**config.mk**
```make
export PLATFORM = sky130hd
export DESIGN_NAME = amp_protection_fault_control
export DESIGN_NICKNAME = d
export VERILOG_FILES = /design/src/verilog/amp_prot_pkg.sv /design/src/verilog/amp_protection_fault_control.sv
export SDC_FILE = /design/constraint.sdc
export NUM_CORES = 1
export LEC_CHECK = 0
export BUFFER_PORTS_ARGS = -buffer_cell sky130_fd_sc_hd__buf_4
export CORE_AREA = 5 5 151 153
export CTS_CLUSTER_DIAMETER = 80
export CTS_CLUSTER_SIZE = 16
export DETAILED_ROUTE_END_ITERATION = 16
export DIE_AREA = 0 0 156 158
export PLACE_DENSITY_LB_ADDON = 0.3
export SYNTH_ARGS = -nofsm -noshare
export SYNTH_HDL_FRONTEND = slang
export SYNTH_SLANG_ARGS = --single-unit
```
**constraint.sdc**
```tcl
create_clock -name aclk -period 9.1 [get_ports aclk]
set_input_delay 0.455 -clock aclk [delete_from_list [all_inputs] [get_ports aclk]]
set_output_delay 0.455 -clock aclk [all_outputs]
set_load 0.01 [all_outputs]
```
**src/verilog/amp_prot_pkg.sv**
```systemverilog
// constants shared by the protection and fault-control block
package amp_prot_pkg;
	// clock rate and short-check timing
	localparam int CLK_HZ = 50_000_000;
	localparam int SC_MS_PER_UF = 15;
	// longest time, so the cycle count rounds down
	localparam int SC_CYC_PER_UF = SC_MS_PER_UF * (CLK_HZ / 1000);
	// register byte offsets
	localparam logic [11:0] REG_CTRL = 12'h000;
	localparam logic [11:0] REG_STAT = 12'h004;
	// control field positions
	localparam int CTRL_MODE_LSB = 0;
	localparam int CTRL_BIG_PKG_BIT = 2;
	localparam int CTRL_CAP_LSB = 8;
	// control value after reset: bridged, larger package, 1 uF
	localparam logic [31:0] CTRL_RST = 32'h0000_0104;
	// output configuration codes
	localparam logic [1:0] MODE_BRIDGED = 2'h0;
	localparam logic [1:0] MODE_PARALLEL = 2'h1;
	localparam logic [1:0] MODE_SINGLE = 2'h2;
	// bus response codes
	localparam logic [1:0] RESP_OKAY = 2'h0;
	localparam logic [1:0] RESP_SLVERR = 2'h2;
	// number of synchronised pin inputs
	localparam int SYNC_W = 30;
	// synchroniser values after reset: reset pin and pulled-up lines high
	localparam logic [SYNC_W-1:0] SYNC_IDLE =
		{1'b1, {(SYNC_W-5){1'b0}}, 4'hf};
	// startup sequencer states
	typedef enum logic [1:0] {
		ST_POWER_UP,
		ST_SHORT_GND,
		ST_SHORT_PVDD,
		ST_RUN
	} seq_t;
endpackage : amp_prot_pkg

```
**src/verilog/amp_protection_fault_control.sv**
```systemverilog
// protection, fault signalling and startup short check of the power stage
//
// Overview of operation
// - bootstrap undervoltage turns off only its half-bridge
// - short check runs only at logic-supply startup
// - outputs high impedance while a short persists
// - check ground shorts first, then supply shorts
// - check length scales with filter capacitance
// - fault line low, reset ignored during check
// - clean check releases the fault line
// - device reset never restarts the short check
// - short check skipped in single-ended mode
// - larger package: two warnings plus shutdown
// - smaller package: one warning plus shutdown
// - thermal shutdown latches until reset asserted
// - power-on reset clears overload, holds circuits
// - logic or gate-drive supply undervoltage: all off, fault low
// - undervoltage recovers by itself when supplies return
// - reset low forces all half-bridges off
// - reset low: weak pulldown except single-ended
// - reset rising edge clears overload, restarts switching
// - overcurrent drives ready low
// - clip indication when output nears clipping
// - fault and warning lines are active-low open drain
// - faults go high impedance; most recover alone
// - local error turns off configuration-dependent group
`timescale 1ns/100ps
module amp_protection_fault_control
	import amp_prot_pkg::*;
#(
	parameter int SC_CYC_PER_UF_P = SC_CYC_PER_UF
)(
	// clock and bus reset
	input wire logic aclk,
	input wire logic aresetn,
	// axi4-lite write address and data
	input wire logic [11:0] s_axi_awaddr,
	input wire logic s_axi_awvalid,
	output logic s_axi_awready,
	input wire logic [31:0] s_axi_wdata,
	input wire logic [3:0] s_axi_wstrb,
	input wire logic s_axi_wvalid,
	output logic s_axi_wready,
	// axi4-lite write response
	output logic [1:0] s_axi_bresp,
	output logic s_axi_bvalid,
	input wire logic s_axi_bready,
	// axi4-lite read
	input wire logic [11:0] s_axi_araddr,
	input wire logic s_axi_arvalid,
	output logic s_axi_arready,
	output logic [31:0] s_axi_rdata,
	output logic [1:0] s_axi_rresp,
	output logic s_axi_rvalid,
	input wire logic s_axi_rready,
	// device reset pin and supply monitors
	input wire logic dev_reset_n,
	input wire logic logic_supply_ok,
	input wire logic [3:0] gate_drive_supply_ok,
	input wire logic [3:0] bootstrap_ok,
	// comparators
	input wire logic [3:0] short_to_gnd,
	input wire logic [3:0] short_to_supply,
	input wire logic [3:0] over_current_check,
	input wire logic temp_over_low,
	input wire logic temp_over_high,
	input wire logic temp_over_trip,
	input wire logic clip_near,
	// open-drain lines: wire level, drive value, enable (low drives)
	input wire logic fault_line_n_i,
	output logic fault_line_n_o,
	output logic fault_line_n_oe_n,
	input wire logic thermal_warn_low_n_i,
	output logic thermal_warn_low_n_o,
	output logic thermal_warn_low_n_oe_n,
	input wire logic thermal_warn_high_n_i,
	output logic thermal_warn_high_n_o,
	output logic thermal_warn_high_n_oe_n,
	input wire logic thermal_warn_n_i,
	output logic thermal_warn_n_o,
	output logic thermal_warn_n_oe_n,
	// power stage control and indications
	output logic [3:0] bridge_hiz,
	output logic [3:0] weak_pulldown,
	output logic ready,
	output logic clip_n
);
	// refuse a count too small for two phases or too big for the timer
	if (SC_CYC_PER_UF_P < 2 || SC_CYC_PER_UF_P > 30_000_000)
	begin : g_bad_cyc
		$error("short check cycles per uF out of range");
	end

	// synchroniser stages
	logic [SYNC_W-1:0] sync1_q;
	logic [SYNC_W-1:0] sync2_q;
	logic [SYNC_W-1:0] pins_raw;
	// synchronised views
	logic rst_s, vdd_s, t_low_s, t_high_s, t_trip_s, clip_s;
	logic [3:0] gvdd_s, bst_s, sgnd_s, spv_s, oc_s, lines_s;

	assign pins_raw = {dev_reset_n, logic_supply_ok, gate_drive_supply_ok,
		bootstrap_ok, short_to_gnd, short_to_supply, over_current_check,
		temp_over_low, temp_over_high, temp_over_trip, clip_near,
		fault_line_n_i, thermal_warn_low_n_i, thermal_warn_high_n_i,
		thermal_warn_n_i};

	genvar gi;
	generate
		for (gi = 0; gi < SYNC_W; gi++)
		begin : g_sync
			always_ff @(posedge aclk)
			begin
				if (!aresetn)
				begin
					sync1_q[gi] <= SYNC_IDLE[gi];
					sync2_q[gi] <= SYNC_IDLE[gi];
				end
				else
				begin
					sync1_q[gi] <= pins_raw[gi];
					sync2_q[gi] <= sync1_q[gi];
				end
			end
		end
	endgenerate

	assign {rst_s, vdd_s, gvdd_s, bst_s, sgnd_s, spv_s, oc_s, t_low_s,
		t_high_s, t_trip_s, clip_s, lines_s} = sync2_q;

	// control register and its fields
	logic [31:0] ctrl_q, ctrl_d;
	logic [1:0] mode;
	logic big_pkg;
	logic [7:0] cap_uf;
	assign mode = ctrl_q[CTRL_MODE_LSB +: 2];
	assign big_pkg = ctrl_q[CTRL_BIG_PKG_BIT];
	assign cap_uf = ctrl_q[CTRL_CAP_LSB +: 8];

	// protection state
	seq_t state_q, state_d;
	logic [31:0] cnt_q, cnt_d; // short-check phase timer
	logic therm_q, therm_d; // thermal shutdown latch
	logic [3:0] ovl_q, ovl_d; // overload latch per half-bridge
	logic rst_prev_q, rst_prev_d; // reset pin history
	logic [31:0] phase_lim; // cycles per check phase
	logic low_supply; // logic or gate-drive supply under threshold
	logic checking; // short check under way
	logic rst_rise;
	logic [3:0] ovl_grp; // overload spread to its group
	// output registers
	logic [3:0] hiz_q, hiz_d, pd_q, pd_d;
	logic fault_low_q, fault_low_d;
	logic wl_q, wl_d, wh_q, wh_d, wn_q, wn_d;
	logic ready_q, ready_d, clip_q, clip_d;

	// each of the two phases gets half the per-uF time
	assign phase_lim = 32'(cap_uf) * 32'(SC_CYC_PER_UF_P / 2);
	assign low_supply = !vdd_s || !(&gvdd_s);
	assign checking = (state_q == ST_SHORT_GND) ||
		(state_q == ST_SHORT_PVDD);
	assign rst_rise = rst_s && !rst_prev_q;

	// group affected by a local error
	always_comb
	begin
		if (mode == MODE_PARALLEL)
			ovl_grp = {4{|ovl_q}};
		else
			ovl_grp = {{2{|ovl_q[3:2]}}, {2{|ovl_q[1:0]}}};
	end

	// startup sequencer and fault latches
	always_comb
	begin
		state_d = state_q;
		cnt_d = cnt_q;
		therm_d = therm_q;
		ovl_d = ovl_q;
		rst_prev_d = rst_s;
		case (state_q)
			// held until supplies are up, latches cleared
			ST_POWER_UP:
			begin
				ovl_d = 4'h0;
				therm_d = 1'b0;
				cnt_d = 32'h0;
				if (!low_supply)
				begin
					if (mode == MODE_SINGLE)
						state_d = ST_RUN;
					else
						state_d = ST_SHORT_GND;
				end
			end
			ST_SHORT_GND:
			begin
				if (cnt_q < phase_lim)
					cnt_d = cnt_q + 32'h1;
				else if (!(|sgnd_s))
				begin
					cnt_d = 32'h0;
					state_d = ST_SHORT_PVDD;
				end
			end
			// second phase: shorts to the stage supply
			ST_SHORT_PVDD:
			begin
				if (cnt_q < phase_lim)
					cnt_d = cnt_q + 32'h1;
				else if (!(|spv_s))
					state_d = ST_RUN;
			end
			// later shorts are not examined here
			ST_RUN:
			begin
				// cleared by reset, a new trip wins
				if (!rst_s)
					therm_d = 1'b0;
				if (rst_rise)
					ovl_d = 4'h0;
				if (t_trip_s)
					therm_d = 1'b1;
				ovl_d = ovl_d | oc_s;
			end
			default:
				state_d = ST_POWER_UP;
		endcase
		// only loss of the logic supply restarts the check
		if (!vdd_s)
			state_d = ST_POWER_UP;
	end

	// outputs of the protection logic
	always_comb
	begin
		hiz_d = {4{state_q != ST_RUN || !rst_s || therm_q || low_supply}};
		// local error group, bootstrap only its bridge
		hiz_d = hiz_d | ovl_grp | ~bst_s;
		// pulldown in reset, not single-ended, not in check
		pd_d = {4{!rst_s && mode != MODE_SINGLE && !checking}};
		// fault line low on shutdown faults
		if (checking)
			fault_low_d = 1'b1;
		else if (!rst_s)
			fault_low_d = 1'b0;
		else
			fault_low_d = therm_q || low_supply || (|ovl_q) ||
				state_q == ST_POWER_UP;
		wl_d = big_pkg && t_low_s;
		wh_d = big_pkg && t_high_s;
		wn_d = !big_pkg && t_high_s;
		ready_d = state_q == ST_RUN && rst_s && !(|oc_s) &&
			!therm_q && !low_supply && !(|ovl_q);
		clip_d = !clip_s;
	end

	// protection registers
	always_ff @(posedge aclk)
	begin
		if (!aresetn)
		begin
			state_q <= ST_POWER_UP;
			cnt_q <= 32'h0;
			therm_q <= 1'b0;
			ovl_q <= 4'h0;
			rst_prev_q <= 1'b1;
			hiz_q <= 4'hf;
			pd_q <= 4'h0;
			fault_low_q <= 1'b0;
			wl_q <= 1'b0;
			wh_q <= 1'b0;
			wn_q <= 1'b0;
			ready_q <= 1'b0;
			clip_q <= 1'b1;
		end
		else
		begin
			state_q <= state_d;
			cnt_q <= cnt_d;
			therm_q <= therm_d;
			ovl_q <= ovl_d;
			rst_prev_q <= rst_prev_d;
			hiz_q <= hiz_d;
			pd_q <= pd_d;
			fault_low_q <= fault_low_d;
			wl_q <= wl_d;
			wh_q <= wh_d;
			wn_q <= wn_d;
			ready_q <= ready_d;
			clip_q <= clip_d;
		end
	end

	// open-drain lines only ever drive low
	assign fault_line_n_o = 1'b0;
	assign thermal_warn_low_n_o = 1'b0;
	assign thermal_warn_high_n_o = 1'b0;
	assign thermal_warn_n_o = 1'b0;
	assign fault_line_n_oe_n = !fault_low_q;
	assign thermal_warn_low_n_oe_n = !wl_q;
	assign thermal_warn_high_n_oe_n = !wh_q;
	assign thermal_warn_n_oe_n = !wn_q;
	assign bridge_hiz = hiz_q;
	assign weak_pulldown = pd_q;
	assign ready = ready_q;
	assign clip_n = clip_q;

	// bus slave state
	logic aw_have_q, aw_have_d, w_have_q, w_have_d;
	logic [11:0] awaddr_q, awaddr_d;
	logic [31:0] wdata_q, wdata_d;
	logic [3:0] wstrb_q, wstrb_d;
	logic awready_q, awready_d, wready_q, wready_d;
	logic bvalid_q, bvalid_d, arready_q, arready_d, rvalid_q, rvalid_d;
	logic [1:0] bresp_q, bresp_d, rresp_q, rresp_d;
	logic [31:0] rdata_q, rdata_d, stat;

	// status word showing the block's own state
	assign stat = {12'h0, lines_s, t_trip_s, t_high_s, t_low_s, ready_q,
		hiz_q, ovl_q, low_supply, therm_q, state_q == ST_RUN, checking};

	// bus next-state logic
	always_comb
	begin
		aw_have_d = aw_have_q;
		w_have_d = w_have_q;
		awaddr_d = awaddr_q;
		wdata_d = wdata_q;
		wstrb_d = wstrb_q;
		bvalid_d = bvalid_q;
		bresp_d = bresp_q;
		rvalid_d = rvalid_q;
		rresp_d = rresp_q;
		rdata_d = rdata_q;
		ctrl_d = ctrl_q;
		// address and data taken in either order
		if (s_axi_awvalid && awready_q)
		begin
			aw_have_d = 1'b1;
			awaddr_d = s_axi_awaddr;
		end
		if (s_axi_wvalid && wready_q)
		begin
			w_have_d = 1'b1;
			wdata_d = s_axi_wdata;
			wstrb_d = s_axi_wstrb;
		end
		// response retires
		if (bvalid_q && s_axi_bready)
			bvalid_d = 1'b0;
		// commit once both halves are held
		if (aw_have_q && w_have_q && !bvalid_q)
		begin
			aw_have_d = 1'b0;
			w_have_d = 1'b0;
			bvalid_d = 1'b1;
			bresp_d = RESP_SLVERR;
			if (awaddr_q[11:2] == REG_CTRL[11:2])
			begin
				bresp_d = RESP_OKAY;
				for (int b = 0; b < 4; b++)
					if (wstrb_q[b])
						ctrl_d[b*8 +: 8] = wdata_q[b*8 +: 8];
			end
			else if (awaddr_q[11:2] == REG_STAT[11:2])
				bresp_d = RESP_OKAY;
		end
		// read path
		if (rvalid_q && s_axi_rready)
			rvalid_d = 1'b0;
		if (s_axi_arvalid && arready_q)
		begin
			rvalid_d = 1'b1;
			rresp_d = RESP_OKAY;
			if (s_axi_araddr[11:2] == REG_CTRL[11:2])
				rdata_d = ctrl_q;
			else if (s_axi_araddr[11:2] == REG_STAT[11:2])
				rdata_d = stat;
			else
			begin
				rdata_d = 32'h0;
				rresp_d = RESP_SLVERR;
			end
		end
		awready_d = !aw_have_d && !bvalid_d;
		wready_d = !w_have_d && !bvalid_d;
		arready_d = !rvalid_d;
	end

	// bus registers
	always_ff @(posedge aclk)
	begin
		if (!aresetn)
		begin
			aw_have_q <= 1'b0;
			w_have_q <= 1'b0;
			awaddr_q <= 12'h0;
			wdata_q <= 32'h0;
			wstrb_q <= 4'h0;
			awready_q <= 1'b0;
			wready_q <= 1'b0;
			bvalid_q <= 1'b0;
			bresp_q <= RESP_OKAY;
			arready_q <= 1'b0;
			rvalid_q <= 1'b0;
			rresp_q <= RESP_OKAY;
			rdata_q <= 32'h0;
			ctrl_q <= CTRL_RST;
		end
		else
		begin
			aw_have_q <= aw_have_d;
			w_have_q <= w_have_d;
			awaddr_q <= awaddr_d;
			wdata_q <= wdata_d;
			wstrb_q <= wstrb_d;
			awready_q <= awready_d;
			wready_q <= wready_d;
			bvalid_q <= bvalid_d;
			bresp_q <= bresp_d;
			arready_q <= arready_d;
			rvalid_q <= rvalid_d;
			rresp_q <= rresp_d;
			rdata_q <= rdata_d;
			ctrl_q <= ctrl_d;
		end
	end

	assign s_axi_awready = awready_q;
	assign s_axi_wready = wready_q;
	assign s_axi_bvalid = bvalid_q;
	assign s_axi_bresp = bresp_q;
	assign s_axi_arready = arready_q;
	assign s_axi_rvalid = rvalid_q;
	assign s_axi_rresp = rresp_q;
	assign s_axi_rdata = rdata_q;
endmodule : amp_protection_fault_control

```
==> impl_table.tex, run 1 <==
\begin{tabular}{lr}
\hline
Metric & Value \\
\hline
\multicolumn{2}{l}{\textbf{Routing}} \\
\quad Wire length reported by the detailed router & 25100 µm \\
\quad Number of antenna-violating nets in the routed design & 0 \\
\quad Remaining design rule violation count & 0 \\
\quad Avg Vias per Cell & 5.37 \\
\quad Iter 0 DRT Violations & 383 \\
\quad Vias after detailed routing & approximately 8800 \\
\quad Drt pass-1 iters & 5 \\
\quad WL per Instance & about 15 µm \\
\multicolumn{2}{l}{\textbf{Clocking}} \\
\quad Clock Tree Root & clkbuf\_16 \\
\quad Number of resized instances in the post-cts repair step & 0 \\
\quad Clock transition at the registers of the reported paths & about 70 ps \\
\quad Number of clock buffers inserted by TritonCTS & 18 \\
\quad Hold-fix buffer count after cts & 0 \\
\quad CTS tree & yes \\
\quad Setup fix buffers added after clock tree synthesis & 0 \\
\quad Max clock buf depth & 3 \\
\quad H-tree depth & 1 \\
\quad Total clock sinks & 230 \\
\quad Clock insertion delay at the later pin of the skew report & 480 ps \\
\multicolumn{2}{l}{\textbf{Floorplanning}} \\
\quad Total number of placement rows & 54 \\
\quad Die Wd & $\sim$160 µm \\
\quad Area of the placeable core & around 21000 µm² \\
\quad Height of the die & 158 µm \\
\quad Total I/O pin count & roughly 160 \\
\quad Die area & 24600 µm² \\
\quad Starting density of the core & 53.6\% \\
\multicolumn{2}{l}{\textbf{Min path}} \\
\quad Hold/Removal Path Class & primary input to flip-flop \\
\quad Startpoint of the most critical hold path & dev\_reset\_n \\
\multicolumn{2}{l}{\textbf{STA}} \\
\quad Crit share post-route & between 80\% and 90\% \\
\quad Maximum clock frequency & approximately 0.13 GHz \\
\quad Number of hold violations in the final report & 0 \\
\quad Count of endpoints failing setup in the final report & 0 \\
\quad Post-layout min period & around 7600 ps \\
\quad Total count of max-transition violations in the final report & 0 \\
\quad Relative max-transition margin & 30.9\% \\
\quad Setup Skew & 9.61 ps \\
\quad RSZ-0062 raised after global routing & no \\
\quad Summed negative setup slack over all endpoints & 0 ps \\
\quad Transition at the pin with the smallest max-transition slack & 1030 ps \\
\multicolumn{2}{l}{\textbf{Synth}} \\
\quad Synth Warn \# & 0 \\
\quad Mean Syn Cell Area & about 9.3 µm² \\
\quad Cell with the most instances after synthesis & dfxtp\_1 \\
\quad Library cells used by synthesis & between 60 and 70 \\
\quad Synth top area share & 40.1\% \\
\quad Post-synth top cells & 230 x dfxtp\_1, 163 x nand2\_1, 93 x ha\_1, 76 x inv\_1, 74 x and2\_1 \\
\quad Flip-flop and latch count after synthesis & between 200 and 250 \\
\quad FFs w/ async S/R, synth & 0\% \\
\quad Post-synthesis cell area & approximately 11000 µm² \\
\quad Part of the Yosys area used for sequential elements & between 40\% and 50\% \\
\quad Count of flip-flops with a built-in enable after synthesis & 0 \\
\quad Synthesized instance count & $\sim$1200 \\
\quad Dominant cell type by area after synthesis & dfxtp\_1 \\
\quad Synth area leaders & dfxtp\_1 40\%, ha\_1 10\%, fa\_1 5.4\% \\
\quad Synth Flop Type & dfxtp\_1 \\
\multicolumn{2}{l}{\textbf{Power and ir drop}} \\
\quad Power per standard cell area & 142 nW/µm² \\
\quad Reported leakage power & 5.90 nW \\
\quad Worst vdd rail ir drop & 133 µV \\
\quad Combinational power share & 5.4\% \\
\quad P\_sw & approximately 400 µW \\
\quad Seq pwr share & roughly 56\% \\
\quad Clock power frac & 39.1\% \\
\quad Internal Pwr Total & 1.49 mW \\
\quad Sw Ratio & 20.9\% \\
\multicolumn{2}{l}{\textbf{Global routing}} \\
\quad First-pass GRT wire length & 41000 µm \\
\quad Total grt overflow & 0 \\
\quad Overall global routing resource usage & about a fifth \\
\quad Initial antenna violation count & 0 \\
\quad Vias in the first global route & about 8500 \\
\quad Largest net degree at the start of global routing & approximately 100 \\
\multicolumn{2}{l}{\textbf{Worst setup path}} \\
\quad Worst-path maximum fanout & 16 \\
\quad Crit path DAT & 7980 ps \\
\quad FF-to-FF Start & ctrl\_q[14] \\
\quad Classification of the worst setup path & flip-flop to flip-flop \\
\quad WP data required & approximately 9500 ps \\
\quad Startpoint class of the critical path & flip-flop \\
\quad CP Launch Point & ctrl\_q[14] \\
\quad Capturing element type of the critical path & flip-flop \\
\multicolumn{2}{l}{\textbf{Run status}} \\
\quad Run status & completed \\
\multicolumn{2}{l}{\textbf{Final layout}} \\
\quad Layout cell share with drive strength beyond 1 & around 14\% \\
\quad Post-route cell area & 13200 µm² \\
\quad Number of filler instances in the final layout & $\sim$1800 \\
\quad Area used by multi-input combinational logic & 6350 µm² \\
\quad Inserted Diodes & 0 \\
\quad FF/Latch Area & between 4000 and 5000 µm² \\
\quad Net count reported at finish & 1572 \\
\quad Area grow syn2layout & 15.4\% \\
\multicolumn{2}{l}{\textbf{Placement}} \\
\quad Detailed placement HPWL & 18500 µm \\
\quad Instance area at placement & about 13000 µm² \\
\quad Number of buffers inserted by port buffering & 145 \\
\quad Last weighted congestion value of the routability-driven placer & 0.935 \\
\multicolumn{2}{l}{\textbf{Run}} \\
\quad Maximum Capacitance Violations & 0 \\
\hline
\end{tabular}
-- layer usage --
| layer | wire [µm] | share of wire (%) | GRT usage (%) |
|---|---|---|---|
| met2 | 12200 | 49 | 34.4 |
| met3 | 1280 | 5.1 | 3.36 |
| met4 | 621 | 2.5 | 5.42 |
| met1 | 11000 | 44 | 25.9 |
| met5 | 0 | 0 | 0 |
-- layout by cell type, fill, tap and decap left out, types with 7 or more instances in the layout --
master       n
a21boi_0    49
a21o_1      15
a21oi_1     31
a22oi_1     17
and2_1      74
and3_1      12
and4_1       7
buf_4      152
clkbuf_16   19
dfxtp_1    230
fa_1        31
ha_1        93
inv_1       76
mux2i_1     52
nand2_1    163
nand2b_1    23
nand3_1     19
nor2_1      41
nor2b_1     52
nor3_1      23
o21ai_0     42
o31ai_1      7
or3_1        8
or4_1       10
xnor2_1     22
xor2_1      12
-- cell families (layout without fill, tap and decap cells) --
kind of cell	count (synthesis)	count (layout)	share of synthesized area, %
simple gates	452	452	20.2
mux	52	52	4.53
flops	230	230	40.1
fa+ha+maj	124	124	15.5
compound gates	204	204	12.2
buf+inv	136	251	4.83
other cells	1	6	0.0327
xor+xnor	34	34	2.59
-- per-stage QoR --
stage	hold slack (ps)	power, mW	util [%]	setup WS (ps)	cells
after floorplan	343	1.12	-	2930	1238
after global placement	354	1.17	59.5	1720	1611
after detailed placement	350	1.17	59.5	1570	1611
after CTS	141	1.90	61.9	1510	1633
after global routing	155	1.94	61.9	906	1633
final	151	1.88	61.9	1500	1633
-- final timing paths --
| kind | end | slack [ps] | cells after the start |
|---|---|---|---|
| setup reg to reg | cnt_q[30] | 1500 | 26 |
| hold / removal | sync1_q[29] | 150 | 2 |
| setup / recovery | cnt_q[30] | 1500 | 26 |
| hold reg to reg | bridge_hiz[0] | 360 | 1 |
-- final cells by class --
class,instances,area share (%)
clock buffer,19,3.59
timing repair buffer,152,8.61
multi-input combinational,872,47.9
sequential,230,34.8
tap,280,2.64
inverter,77,2.19
clock inverter,3,0.302
-- registers in the layout (all words and copies together), names as in the netlist, 2 cells and up --
signal / count
lines_s: 4
bst_s: 4
sync1_q: 30
bridge_hiz: 4
ctrl_q: 32
awaddr_q: 10
cnt_q: 32
spv_s: 4
ovl_q: 4
gvdd_s: 4
state_q: 2
wdata_q: 32
oc_s: 4
sgnd_s: 4
s_axi_rdata: 32
wstrb_q: 4
-- critical path, cell delays in order, from the launching register on --
cell       delay (ps)
dfxtp_1           550
inv_1              90
ha_1              320
xnor2_1           350
ha_1              310
inv_1              80
fa_1              430
fa_1              510
inv_1              40
ha_1              210
nor2_1            130
nand2_1            70
o221ai_1          300
o21ai_0           240
o41ai_1           450
o21ai_0           280
a221o_1           370
xnor2_1           190
ha_1              280
and4_1            210
a221oi_2          390
o21bai_2          280
clkinv_2          150
nand2_1           160
a2bb2oi_2         570
buf_4             340
o21ba_2           180
-- power groups by stage --
stage / Clock, mW / Combinational, mW / Sequential, mW
2_1_floorplan: 0 / 0.0563 / 1.06
3_3_place_gp: 0 / 0.100 / 1.06
3_5_place_dp: 0 / 0.102 / 1.07
4_1_cts: 0.752 / 0.102 / 1.04
5_1_grt: 0.786 / 0.113 / 1.04
6_report: 0.735 / 0.101 / 1.04
(Power assumes the default switching activity.)
==> run 2: changes to the inputs <==
clock period = 7.6 ns   (was 9.1 ns; I/O delays follow)
==> run 2 against run 1 <==
Global-route usage fell by 0.19 points; maximum frequency rose by 7.5%; setup slack got worse by 970 ps; clock skew rose by 15 ps; critical endpoint unchanged.
==> impl_table.tex, run 2 (synthesized netlist as in run 1, its figures left out) <==
\begin{tabular}{lr}
\hline
Metric & Value \\
\hline
\multicolumn{2}{l}{\textbf{STA}} \\
\quad Transition at the pin with the smallest max-transition slack & 987 ps \\
\quad Total count of max-transition violations in the final report & 0 \\
\quad Relative max-transition margin & 34.2\% \\
\quad Maximum clock frequency & $\sim$0.14 GHz \\
\quad Min setup slack post-route & 534 ps \\
\quad Number of hold violations in the final report & 0 \\
\quad Setup Skew & 24.7 ps \\
\quad Crit share post-route & 93.0\% \\
\quad Post-layout min period & 7070 ps \\
\quad RSZ-0062 raised after global routing & no \\
\quad Count of endpoints failing setup in the final report & 0 \\
\quad Summed negative setup slack over all endpoints & 0 ps \\
\multicolumn{2}{l}{\textbf{Final layout}} \\
\quad Number of filler instances in the final layout & 1780 \\
\quad Area used by multi-input combinational logic & 6350 µm² \\
\quad Most frequent standard cell in the layout excluding fill and tap cells & dfxtp\_1 \\
\quad Layout cell share with drive strength beyond 1 & 14.3\% \\
\quad Inserted Diodes & 0 \\
\quad Net count reported at finish & about 1600 \\
\quad Area grow syn2layout & 15.7\% \\
\quad Commonest cells after routing, fill and taps aside & 229 x dfxtp\_1, 163 x nand2\_1, 159 x buf\_4 \\
\quad FF/Latch Area & between 4000 and 5000 µm² \\
\multicolumn{2}{l}{\textbf{Clocking}} \\
\quad Clock Tree Root & clkbuf\_16 \\
\quad Number of clock buffers inserted by TritonCTS & 18 \\
\quad Clock transition at the registers of the reported paths & 70 ps \\
\quad Max clock buf depth & 3 \\
\quad CTS tree & yes \\
\quad H-tree depth & 1 \\
\quad Clock insertion delay at the later pin of the skew report & 490 ps \\
\quad Total clock sinks & 230 \\
\multicolumn{2}{l}{\textbf{Power and ir drop}} \\
\quad Reported leakage power & 5.92 nW \\
\quad Worst vdd rail ir drop & 152 µV \\
\quad Power per standard cell area & 166 nW/µm² \\
\multicolumn{2}{l}{\textbf{Routing}} \\
\quad Iter 0 DRT Violations & 485 \\
\quad Vias after detailed routing & between 8000 and 9000 \\
\quad Wire length reported by the detailed router & between 20000 and 25000 µm \\
\quad WL per Instance & $\sim$15 µm \\
\quad Remaining design rule violation count & 0 \\
\quad Drt pass-1 iters & 7 \\
\quad Number of antenna-violating nets in the routed design & 0 \\
\quad Avg Vias per Cell & 5.31 \\
\multicolumn{2}{l}{\textbf{Global routing}} \\
\quad First-pass GRT wire length & between 40000 and 50000 µm \\
\quad Met2 track demand over resource & 33.9\% \\
\quad Total grt overflow & 0 \\
\quad Initial antenna violation count & 0 \\
\quad Most crowded layer after global routing & met2 \\
\quad Vias in the first global route & 8296 \\
\quad Grt met3 use & under 10\% \\
\quad Largest net degree at the start of global routing & 122 \\
\quad Overall global routing resource usage & 19.7\% \\
\quad Met1 Resource Use GR & 26.2\% \\
\multicolumn{2}{l}{\textbf{Floorplanning}} \\
\quad Starting density of the core & a little over half \\
\quad Area of the placeable core & 21400 µm² \\
\quad Total number of placement rows & 54 \\
\quad Die area & around 25000 µm² \\
\quad Height of the die & 158 µm \\
\quad Die Wd & 156 µm \\
\quad Total I/O pin count & between 150 and 200 \\
\multicolumn{2}{l}{\textbf{Run}} \\
\quad Maximum Capacitance Violations & 0 \\
\multicolumn{2}{l}{\textbf{Worst setup path}} \\
\quad Cell with the biggest individual delay on the critical path & o311ai\_0 \\
\quad Capturing element type of the critical path & flip-flop \\
\quad Slowest stage delay, CP & approximately 540 ps \\
\quad WP data required & between 7000 and 8000 ps \\
\quad FF-to-FF Start & ctrl\_q[15] \\
\quad Crit path DAT & $\sim$7500 ps \\
\quad Flop2flop setup slack & roughly 530 ps \\
\quad CP Launch Point & ctrl\_q[15] \\
\quad R2r endpoint & cnt\_q[30] \\
\quad Worst-path maximum fanout & 12 \\
\quad Classification of the worst setup path & flip-flop to flip-flop \\
\quad Startpoint class of the critical path & flip-flop \\
\quad Count of cells along the worst register-to-register path & 25 \\
\multicolumn{2}{l}{\textbf{Min path}} \\
\quad Hold/Removal Path Class & primary input to flip-flop \\
\quad Endpoint of the worst hold-timing path & sync1\_q[3] \\
\quad Startpoint of the most critical hold path & fault\_line\_n\_i \\
\quad Cells on Worst Hold Path & 2 \\
\multicolumn{2}{l}{\textbf{Placement}} \\
\quad Last weighted congestion value of the routability-driven placer & between 0.8 and 0.9 \\
\quad DP Worst Slack & 380 ps \\
\quad Number of buffers inserted by port buffering & 145 \\
\quad Detailed placement HPWL & 18400 µm \\
\multicolumn{2}{l}{\textbf{Run status}} \\
\quad Run status & completed \\
\hline
\end{tabular}
-- run 2: critical path, delay by kind of cell, from the launching register on --
family / cells / cell delay [ps]
buf+inv: 4 / 530
fa+ha+maj: 6 / 2440
xor+xnor: 1 / 150
simple gates: 2 / 470
compound gates: 12 / 2860
flops: 1 / 490
-- run 2: routing by layer --
layer | up-vias | part of all wire (%)
met5 | - | 0
met4 | 0 | 1.6
met3 | 30 | 5.4
met2 | 197 | 49
met1 | 4085 | 44
li1 | 4390 | -
-- run 2: final cells by class --
class                      count  area share (%)
clock buffer                  20            3.61
clock inverter                 2           0.104
inverter                      77            2.19
multi-input combinational    872            47.8
sequential                   230            34.7
tap                          280            2.64
timing repair buffer         159            8.99
-- run 2: worst max path at each step --
stage           endpoint  slack (ps)  depth (start not counted)
5_1_grt        cnt_q[28]          40                         25
3_5_place_dp   cnt_q[22]         380                         25
3_3_place_gp   cnt_q[26]         550                         24
2_1_floorplan  cnt_q[25]        1430                         25
6_report       cnt_q[30]         530                         25
4_1_cts        cnt_q[22]         360                         25
-- run 2: metrics by stage --
step,area (µm²),std cells,util (%),power [mW],hold slack [ps]
5_1_grt,13300,1640,62.0,2.30,80.7
3_5_place_dp,12800,1616,59.6,1.40,351
6_report,13300,1640,62.0,2.21,89.7
4_1_cts,13300,1638,61.9,2.23,75.4
2_1_floorplan,11500,1238,-,1.34,343
3_3_place_gp,12800,1616,59.6,1.40,347
-- run 2: power by group --
part           switching, mW  leakage (nW)  internal (mW)
Sequential            0.0121          1.87           1.24
Combinational         0.0564          3.81         0.0646
Clock                  0.394         0.243          0.447
Total                  0.463          5.92           1.75
-- run 2: timing repair --
action / in CTS / in global routing
setup buffers: 0 / 2
hold buffers: 0 / 0
resized for setup: 0 / 1
endpoints found under the setup margin: 0 / 20
